**src/adc_monitor_defines.svh**
```systemverilog
`ifndef ADC_MONITOR_DEFINES_SVH
`define ADC_MONITOR_DEFINES_SVH

// Port address and data widths
`define PORT_ADDR_W 7
`define PORT_DATA_W 16

// Configuration word offsets
`define CONFIG_WORD_ZERO_ADDR 7'h40
`define CONFIG_WORD_ONE_ADDR 7'h41
`define CONFIG_WORD_TWO_ADDR 7'h42

// Write-back mask that clears the averaging field
`define AVERAGING_CLEAR_MASK 16'h03FF

// Result offsets, read in this order
`define RESULT_TEMP_ADDR 7'h00
`define RESULT_CORE_ADDR 7'h01
`define RESULT_AUX_SUPPLY_ADDR 7'h02
`define RESULT_BLOCK_MEMORY_ADDR 7'h06
`define RESULT_AUX0_ADDR 7'h10
`define RESULT_AUX1_ADDR 7'h11
`define RESULT_AUX2_ADDR 7'h12
`define RESULT_AUX3_ADDR 7'h13

// Pulse shift register
`define PULSE_LOAD 2'h2
`define PULSE_IDLE 2'h0
`define RESULT_COUNT 8
`define RESULT_INDEX_W 3
`define RESULT_LAST 3'h7
`define ALARM_W 8

`endif

```
**src/adc_monitor_pkg.sv**
```systemverilog
`include "adc_monitor_defines.svh"

package adc_monitor_pkg;
  typedef enum logic [2:0] {
    INIT_READ,
    INIT_READ_WAIT,
    INIT_WRITE_WAIT,
    RESULT_READ,
    RESULT_WAIT
  } ctrl_state_t;

  typedef logic [`PORT_ADDR_W-1:0] port_addr_t;
  typedef logic [`PORT_DATA_W-1:0] port_word_t;
  typedef logic [`RESULT_INDEX_W-1:0] result_index_t;
  typedef logic [`ALARM_W-1:0] alarm_t;
endpackage

```
**src/result_store_if.sv**
```systemverilog
`timescale 1ns/1ps
`include "adc_monitor_defines.svh"

interface result_store_if;
  import adc_monitor_pkg::*;
  logic wr_en;
  result_index_t wr_index;
  port_word_t wr_data;
  result_index_t rd_index;
  port_word_t rd_data;

  modport ctrl (output wr_en, output wr_index, output wr_data, output rd_index, input rd_data);
  modport store (input wr_en, input wr_index, input wr_data, input rd_index, output rd_data);
endinterface

```
**src/adc_monitor_port_controller.sv**
```systemverilog
// How it works
// - Sweep reads temperature and three supply results
// - Sweep also reads auxiliary channels zero to three
// - Converter runs continuous sequence, no retriggering
// - Config words keep alarm, sequencer, divider settings
// - Averaging recommended on for sensor channels
// - Averaging on at power-up; write-back disables it
// - Read config 0x40 once busy is low
// - Write back returned word masked with 03FF
// - Strobe with write-enable, then await data-ready
// - Single-cycle pulses via two-bit right shifter
// - All port transfers on the shared clock
// - After end-of-sequence read results from address zero
`timescale 1ns/1ps
`include "adc_monitor_defines.svh"

module adc_monitor_port_controller #(
  parameter bit CLEAR_AVERAGING = 1'b1
) (
  // Clock and reset
  input wire logic core_clk_i,
  input wire logic reset_i,
  // Converter configuration port
  output adc_monitor_pkg::port_addr_t port_addr_o,
  output logic port_strobe_o,
  output logic port_write_enable_o,
  output adc_monitor_pkg::port_word_t port_write_word_o,
  input wire adc_monitor_pkg::port_word_t port_read_word_i,
  input wire logic port_ready_i,
  input wire logic port_busy_i,
  input wire logic end_of_seq_i,
  input wire adc_monitor_pkg::alarm_t alarm_vector_i,
  // User side
  input wire adc_monitor_pkg::result_index_t result_index_i,
  output adc_monitor_pkg::port_word_t result_word_o,
  output adc_monitor_pkg::alarm_t alarm_o,
  output logic init_done_o,
  output logic sweep_done_o
);
  import adc_monitor_pkg::*;

  ctrl_state_t state;
  logic [1:0] strobe_pulse;
  logic [1:0] write_pulse;
  result_index_t result_index;
  port_addr_t port_addr;
  port_word_t write_word;
  logic init_done;
  logic sweep_done;
  alarm_t alarm_seen;

  result_store_if store_bus ();

  function automatic port_addr_t result_addr(input result_index_t idx);
    port_addr_t a;
    a = `RESULT_TEMP_ADDR;
    case (idx)
      3'h0: a = `RESULT_TEMP_ADDR;
      3'h1: a = `RESULT_CORE_ADDR;
      3'h2: a = `RESULT_AUX_SUPPLY_ADDR;
      3'h3: a = `RESULT_BLOCK_MEMORY_ADDR;
      3'h4: a = `RESULT_AUX0_ADDR;
      3'h5: a = `RESULT_AUX1_ADDR;
      3'h6: a = `RESULT_AUX2_ADDR;
      default: a = `RESULT_AUX3_ADDR;
    endcase
    return a;
  endfunction

  always_ff @(posedge core_clk_i) begin
    if (reset_i) begin
      state <= INIT_READ;
      port_addr <= `CONFIG_WORD_ZERO_ADDR;
      result_index <= '0;
    end else begin
      case (state)
        INIT_READ: begin
          port_addr <= `CONFIG_WORD_ZERO_ADDR;
          if (!port_busy_i) begin
            state <= INIT_READ_WAIT;
          end
        end
        INIT_READ_WAIT: begin
          if (port_ready_i) begin
            port_addr <= `CONFIG_WORD_ZERO_ADDR;
            state <= INIT_WRITE_WAIT;
          end
        end
        INIT_WRITE_WAIT: begin
          if (port_ready_i) begin
            result_index <= '0;
            state <= RESULT_READ;
          end
        end
        RESULT_READ: begin
          port_addr <= result_addr(result_index);
          if (result_index != '0 || end_of_seq_i) begin
            state <= RESULT_WAIT;
          end
        end
        RESULT_WAIT: begin
          if (port_ready_i) begin
            result_index <= result_index + 3'h1;
            state <= RESULT_READ;
          end
        end
        default: state <= INIT_READ;
      endcase
    end
  end

  always_ff @(posedge core_clk_i) begin
    if (reset_i) begin
      strobe_pulse <= `PULSE_IDLE;
      write_pulse <= `PULSE_IDLE;
    end else if (state == INIT_READ && !port_busy_i) begin
      strobe_pulse <= `PULSE_LOAD;
    end else if (state == INIT_READ_WAIT && port_ready_i) begin
      strobe_pulse <= `PULSE_LOAD;
      write_pulse <= `PULSE_LOAD;
    end else if (state == RESULT_READ && (result_index != '0 || end_of_seq_i)) begin
      strobe_pulse <= `PULSE_LOAD;
    end else begin
      strobe_pulse <= {1'b0, strobe_pulse[1]};
      write_pulse <= {1'b0, write_pulse[1]};
    end
  end

  // Write-back data
  always_ff @(posedge core_clk_i) begin
    if (reset_i) begin
      write_word <= '0;
    end else if (state == INIT_READ_WAIT && port_ready_i) begin
      write_word <= CLEAR_AVERAGING ? (port_read_word_i & `AVERAGING_CLEAR_MASK) : port_read_word_i;
    end
  end

  // Status flags
  always_ff @(posedge core_clk_i) begin
    if (reset_i) begin
      init_done <= 1'b0;
      sweep_done <= 1'b0;
      alarm_seen <= '0;
    end else begin
      if (state == INIT_WRITE_WAIT && port_ready_i) begin
        init_done <= 1'b1;
      end
      sweep_done <= (state == RESULT_WAIT && port_ready_i && result_index == `RESULT_LAST);
      alarm_seen <= alarm_vector_i;
    end
  end

  assign store_bus.wr_en = (state == RESULT_WAIT) && port_ready_i;
  assign store_bus.wr_index = result_index;
  assign store_bus.wr_data = port_read_word_i;
  assign store_bus.rd_index = result_index_i;

  result_store #(
    .DEPTH(`RESULT_COUNT)
  ) u_store (
    .core_clk_i(core_clk_i),
    .reset_i(reset_i),
    .bus(store_bus.store)
  );

  assign port_addr_o = port_addr;
  assign port_strobe_o = strobe_pulse[0];
  assign port_write_enable_o = write_pulse[0];
  assign port_write_word_o = write_word;
  assign result_word_o = store_bus.rd_data;
  assign alarm_o = alarm_seen;
  assign init_done_o = init_done;
  assign sweep_done_o = sweep_done;

  // Checking helpers
  logic pending;
  always_ff @(posedge core_clk_i) begin
    if (reset_i) begin
      pending <= 1'b0;
    end else if (port_strobe_o) begin
      pending <= 1'b1;
    end else if (port_ready_i) begin
      pending <= 1'b0;
    end
  end
endmodule

```
**src/result_store.sv**
```systemverilog
`timescale 1ns/1ps
`include "adc_monitor_defines.svh"

module result_store #(
  parameter int DEPTH = `RESULT_COUNT
) (
  // Clock and reset
  input wire logic core_clk_i,
  input wire logic reset_i,
  // Store port
  result_store_if.store bus
);
  import adc_monitor_pkg::*;

  port_word_t mem [DEPTH];

  always_ff @(posedge core_clk_i) begin
    if (bus.wr_en) begin
      mem[bus.wr_index] <= bus.wr_data;
    end
  end

  // Registered read data
  always_ff @(posedge core_clk_i) begin
    if (reset_i) begin
      bus.rd_data <= '0;
    end else begin
      bus.rd_data <= mem[bus.rd_index];
    end
  end
endmodule

```
**config.mk**
```make
export PLATFORM = sky130hd
export DESIGN_NAME = adc_monitor_port_controller
export DESIGN_NICKNAME = d
export VERILOG_FILES = /design/src/adc_monitor_pkg.sv /design/src/result_store_if.sv /design/src/adc_monitor_port_controller.sv /design/src/result_store.sv
export VERILOG_INCLUDE_DIRS = /design/src
export SDC_FILE = /design/constraint.sdc
export NUM_CORES = 1
export LEC_CHECK = 0
export ABC_AREA = 0
export BUFFER_PORTS_ARGS = -buffer_cell sky130_fd_sc_hd__buf_2
export CAP_MARGIN = 0
export CORE_UTILIZATION = 30
export DETAILED_ROUTE_END_ITERATION = 10
export GPL_TIMING_DRIVEN = 0
export PLACE_DENSITY = 0.59
export RECOVER_POWER = 50
export SLEW_MARGIN = 20
export SYNTH_ARGS = -nofsm -noshare
export SYNTH_HDL_FRONTEND = slang
export SYNTH_HIERARCHICAL = 1
export SYNTH_SLANG_ARGS = --single-unit
```
**constraint.sdc**
```tcl
create_clock -name core_clk_i -period 2.5 [get_ports core_clk_i]
set_clock_uncertainty 0.2 [all_clocks]
set_input_delay 0.125 -clock core_clk_i [delete_from_list [all_inputs] [get_ports core_clk_i]]
set_output_delay 0.125 -clock core_clk_i [all_outputs]
set_load 0.01 [all_outputs]
```
# Word level (Yosys, flattened, before mapping)
# Memory sizes are Yosys's and may differ from the RTL's. A register that Yosys moved wholly into a read port is not among the register bits.
# Index checks and enable logic that the tools add are counted.
word_totals:
  mem_count: 1
  output_inout_bits: 51
  ram_bits: 128
  register_bits: 37
  wordCells: 68
  input_bits: 32
mem_list:
  columns: ["memory", "depth", "word_bits", "read_ports", "rd_ports_with_merged_regs", "wr", "line_no", "rtl"]
  rows:
  - ["u_store.mem", 8, 16, 1, 1, 1, "result_store.sv:15", "port_word_t mem [DEPTH];"]
classes:
  bitwise_logic: 1
  add_sub_neg: 1
  eq_ne: 18
  mux: 18
  reduce_logical: 19
op_table:
  columns: ["operator", "count"]
  rows:
  - ["5-bit one-hot mux with 7 select lines", 1]
  - ["7-bit one-hot mux with 3 select lines", 1]
  - ["3-bit 2-to-1 mux", 6]
  - ["3-bit equality test (second input constant)", 5]
  - ["3-bit by 2-bit equality test with 1-bit output (second input constant)", 4]
  - ["3-bit one-hot mux with 4 select lines", 1]
  - ["2-bit 2-to-1 mux", 5]
  - ["2-bit inequality test (second input constant)", 5]
  - ["7-bit 2-to-1 mux", 1]
  - ["3-bit by 1-bit equality test with 1-bit output (second input constant)", 2]
  - ["1-bit logical AND", 6]
  - ["3-bit logical NOT", 2]
  - ["3-bit one-hot mux with 2 select lines", 1]
  - ["3-bit nonzero test", 2]
  - ["2-bit by 1-bit inequality test with 1-bit output (second input constant)", 2]
  - ["2-bit AND reduction", 2]
  - ["4-bit AND reduction", 1]
  - ["4-bit OR reduction", 1]
  - ["3-bit by 1-bit adder with 3-bit output (second input constant)", 1]
  - ["3-bit AND reduction", 1]
  - ["1-bit 2-to-1 mux", 2]
  - ["2-bit nonzero test", 1]
  - ["2-bit OR reduction", 1]
  - ["1-bit logical NOT", 1]
  - ["2 further kinds", 2]

# Longest topological paths before layout
logic_depth:
  ltp_word: 6
  ltp_mapped: 6
  mapped_depth_nobuf: 6

# Hierarchy
# The synthesis kept the hierarchy.
by_module_without_submodules:
  columns: ["module", "cells_per_inst", "n_inst", "area_each_um2"]
  rows:
  - ["result_store", 232, 1, 5266.3]
  - ["adc_monitor_port_controller", 176, 1, 1560.2]

# Least setup slack after synthesis
# No wires, ideal clock.
synth_path:
  path_kind: "register to register"
  start: "reg state[1]"
  end: "mem u_store/mem[0][0] in the netlist's numbering, enable pin"
  arrival_time_ns: 2.084
  synth_period_minus_slack_ns: 2.693
  stages_incl_launch_ff: 6
  path_slack_ns: -0.193
  cell_sequence: "dfxtp_1 > nor2_1 > and3_2 > clkbuf_1 > nand2b_1 > nor3_1"
synth_via:
  elab_chain_len: 4
synth_lines:
  columns: ["element", "line_no", "rtl"]
  rows:
  - ["from (decl)", "adc_monitor_port_controller.sv:42", "ctrl_state_t state;"]
  - ["from (signal assigned)", "adc_monitor_port_controller.sv:72", "state <= INIT_READ;"]
  - ["from (signal assigned)", "adc_monitor_port_controller.sv:80", "state <= INIT_READ_WAIT;"]
  - ["from (signal assigned)", "adc_monitor_port_controller.sv:86", "state <= INIT_WRITE_WAIT;"]
  - ["3-bit equality test", "adc_monitor_port_controller.sv:153", "assign store_bus.wr_en = (state == RESULT_WAIT) && port_ready_i;"]
  - ["1-bit logical AND", "adc_monitor_port_controller.sv:153", null]
  - ["net store_bus.wr_en", "result_store_if.sv:6", "logic wr_en;"]
  - ["1-bit 2-to-1 mux", "result_store.sv:18", "if (bus.wr_en) begin"]
  - ["1-bit 2-to-1 mux (implied by the code)", "result_store.sv:19", "mem[bus.wr_index] <= bus.wr_data;"]
  - ["to (decl)", "result_store.sv:15", null]
# The timed path passes the listed nets, and every way through them passes these cells.

# Worst setup path after layout
layout_path:
  start: "reg state[0]"
  end: "mem u_store/mem[2][10] in the netlist's numbering, enable pin"
# Same word-level chain as after synthesis.

==> flow_summary.toml <==
[outcome]
run_status = "finished, final reports clean"

[finish]
seq_area_mm2 = 0.00486
nFillCells = 2043
antennaDiodeCount = 0
layout-drive-gt1-share_pct = 23.9
multi_input_area_mm2 = 0.00180
syn2layout_area_growth_pct = 25.9
final_net_count = 587

[yosys]
synth_simple_gate_area_share_pct = 6.82
synth_mux_area_share_pct = 13.0
yosysSeqAreaShare_pct = 71.3
synth_top_family_by_area = "multiplexers"
yosysWarnings = 6
synth_adder_area_share_pct = 1.47
synthCells = 408
ys.flop_type = "edfxtp_1"
synth_top_area_share_pct = 56.3
synth_cell_types = 49
synthTopCellsByArea = "edfxtp_1 56%, dfxtp_1 15%, mux4_2 10%"
synth_xor_area_share_pct = 0.257
syn_avg_cell_area_um2 = 16.7
synth_top_area_cell = "edfxtp_1"
synth_most_common_cell = "edfxtp_1"
synth_edf_count = 128
ys_seq_elements = 179
synth_common_cells = "128 x edfxtp_1, 51 x dfxtp_1, 33 x nor2_1, 31 x mux4_2, 28 x nand2_1"
synth_async_sr_flop_share_pct = 0
synth_compound_area_share_pct = 3.67
synth_area_mm2 = 0.00683

[sta]
holdWs_ns = 0.0168
slew_headroom_pct = 58.2
max_freq_ghz = 0.408
setup_slack_ns = 0.0488
period_share_pct = 98.0
worstMarginPinSlew_ns = 0.626
rsz0062_at_grt = "true"
drv_slew = 0
setup_viol = 0
hold_violations = 0
min_period_ns = 2.45

[routing]
wire_per_inst_um = 16.9
vias_per_cell = 4.57
drc = 0
wl_um = 14200
vias = 3836
dr.pass1.iters = 4
drt-initial-drc-count = 232
ant_nets = 0

[placement]
dp_slack_ns = 0.0500
dpl.hpwl_um = 9680
port_buffers = 71
place.gp.congestion = 0.790

[clock_network]
htree_levels = 4
clk_pin_slew_worst_paths_ns = 0.06
clk_latency_ns = 0.42
cts_num_sinks = 179
cts_tree = "yes"
clockRootBuffer = "clkbuf_16"
post-cts-setup-buffers = 0
numCtsBuffers = 17
cts_max_path_buffers = 2

[floorplanning]
die_area_mm2 = 0.0234
die_y_um = 153
die_w_um = 153
rows = 54
coreArea_mm2 = 0.0221
ios = 83
initial_core_util_pct = 30.9

[grt]
grt_pass1_vias = 3994
grt_max_degree = 17
grt_usage_pct = 12.8
grt_pass1_wl_um = 22300
antenna_found_initial = 0
overflow = 0

[worst_setup_path]
crit_required_ns = 2.42
crit_path_start_kind = "flop"
critPathKind = "flop to flop"
worstPathArrival_ns = 2.37
end_kind = "flop"
path_max_fanout = 9

[job]
maxCapViolations = 0

[power_and_ir_drop]
power.static_leakage_nw = 2.98
power_density_mw_per_mm2 = 758
ir_drop_uv = 455

[worst_hold_path]
hold_path_class = "input port to flop"
worst max-delay path, cell delays in order, from the launching register on:
cell and delay, ns:
dfxtp_1 0.34, nor2_1 0.19, and3_2 0.20, clkbuf_1 0.21, nand2b_1 0.22, nor2_2 0.56, buf_6 0.24
flip-flops by register name (all words and copies together) (netlist names):
signal	flops
u_store/bus.rd_data	16
write_pulse	2
u_store/mem	128
result_index	3
sweep_done_o	1
state	3
port_addr_o	5
init_done_o	1
strobe_pulse	2
alarm_o	8
port_write_word_o	10
cell type report:
cell class / count / area share, %
buffer: 30 / 2.53
clock buffer: 23 / 5.21
clock inverter: 9 / 1.56
inverter: 6 / 0.262
multi-input combinational: 200 / 20.9
sequential: 179 / 56.6
tap: 280 / 4.08
timing repair buffer: 113 / 8.81
stage by stage:
step	util (%)	instance area, µm²	power, mW	instances	TNS, ns
6_report	38.9	8590	6.52	840	0
5_1_grt	38.9	8590	6.77	840	-2.23
4_1_cts	39.1	8630	6.59	840	0
3_5_place_dp	34.9	7710	3.92	774	0
3_3_place_gp	34.3	7570	3.90	766	-65.19
2_1_floorplan	-	6860	3.73	415	0
final timing paths:
kind	startpoint	end	slack, ns	cells past startpoint
max	state[0]	u_store/mem[2][10]	0.05	6
min	reset_i	sweep_done_o	0.02	2
max reg2reg	state[0]	u_store/mem[2][10]	0.05	6
min reg2reg	port_write_word_o[6]	port_write_word_o[6]	0.26	2
layout by cell type, fill, tap and decap left out, types with 2 or more instances in the layout:
| cell | netlist | routed |
|---|---|---|
| nand2_1 | 28 | 28 |
| edfxtp_1 | 128 | 128 |
| clkbuf_16 | 0 | 17 |
| ha_1 | 8 | 8 |
| nor2_2 | 0 | 3 |
| dfxtp_1 | 51 | 51 |
| nor3_1 | 4 | 2 |
| buf_2 | 10 | 40 |
| buf_6 | 2 | 4 |
| buf_4 | 9 | 9 |
| nor2_4 | 0 | 3 |
| nand2b_1 | 5 | 5 |
| mux4_2 | 31 | 31 |
| or3b_1 | 2 | 2 |
| conb_1 | 1 | 8 |
| dlygate4sd3_1 | 0 | 34 |
| buf_8 | 1 | 7 |
| o21ai_0 | 6 | 6 |
| nor3_4 | 0 | 2 |
| nor2_1 | 33 | 27 |
| buf_12 | 2 | 2 |
| a21oi_1 | 18 | 18 |
| nor2b_1 | 10 | 10 |
| clkbuf_1 | 5 | 52 |
| clkinvlp_4 | 0 | 4 |
| bufinv_16 | 0 | 3 |
| a31oi_1 | 3 | 3 |
| a22oi_1 | 3 | 3 |
| mux2i_1 | 16 | 16 |
| inv_1 | 6 | 6 |
power breakdown:
group	total [mW]	internal, mW	switching (mW)
Clock	2.63	1.57	1.05
Sequential	3.29	3.25	0.0392
Combinational	0.606	0.273	0.334
Total	6.52	5.09	1.43
logic make-up (layout without fill, tap and decap cells):
| group | after synthesis | in the layout |
|---|---|---|
| buffers and inverters | 36 | 181 |
| DFF | 179 | 179 |
| other | 1 | 8 |
| adders and majority gates | 8 | 8 |
| AOI/OAI and AO/OA | 40 | 40 |
| xor gates and xnor gates | 2 | 2 |
| muxes | 48 | 48 |
| and+or+nand+nor | 94 | 94 |
repair_timing:
item / 4_1_cts / 5_1_grt
hold buffers: 34 / 0
gates resized for setup: 0 / 3
hold endpoints to repair: 157 / 0
endpoints found under the setup margin: 0 / 44
layer usage:
layer	vias up	track usage, %	part of all wire (%)
met5	-	0	0
met3	2	4.14	5.9
met1	1909	17.2	46
li1	1804	-	-
met2	121	20.2	48
met4	0	2.89	0.18
Power figures use the tool's default switching activity.
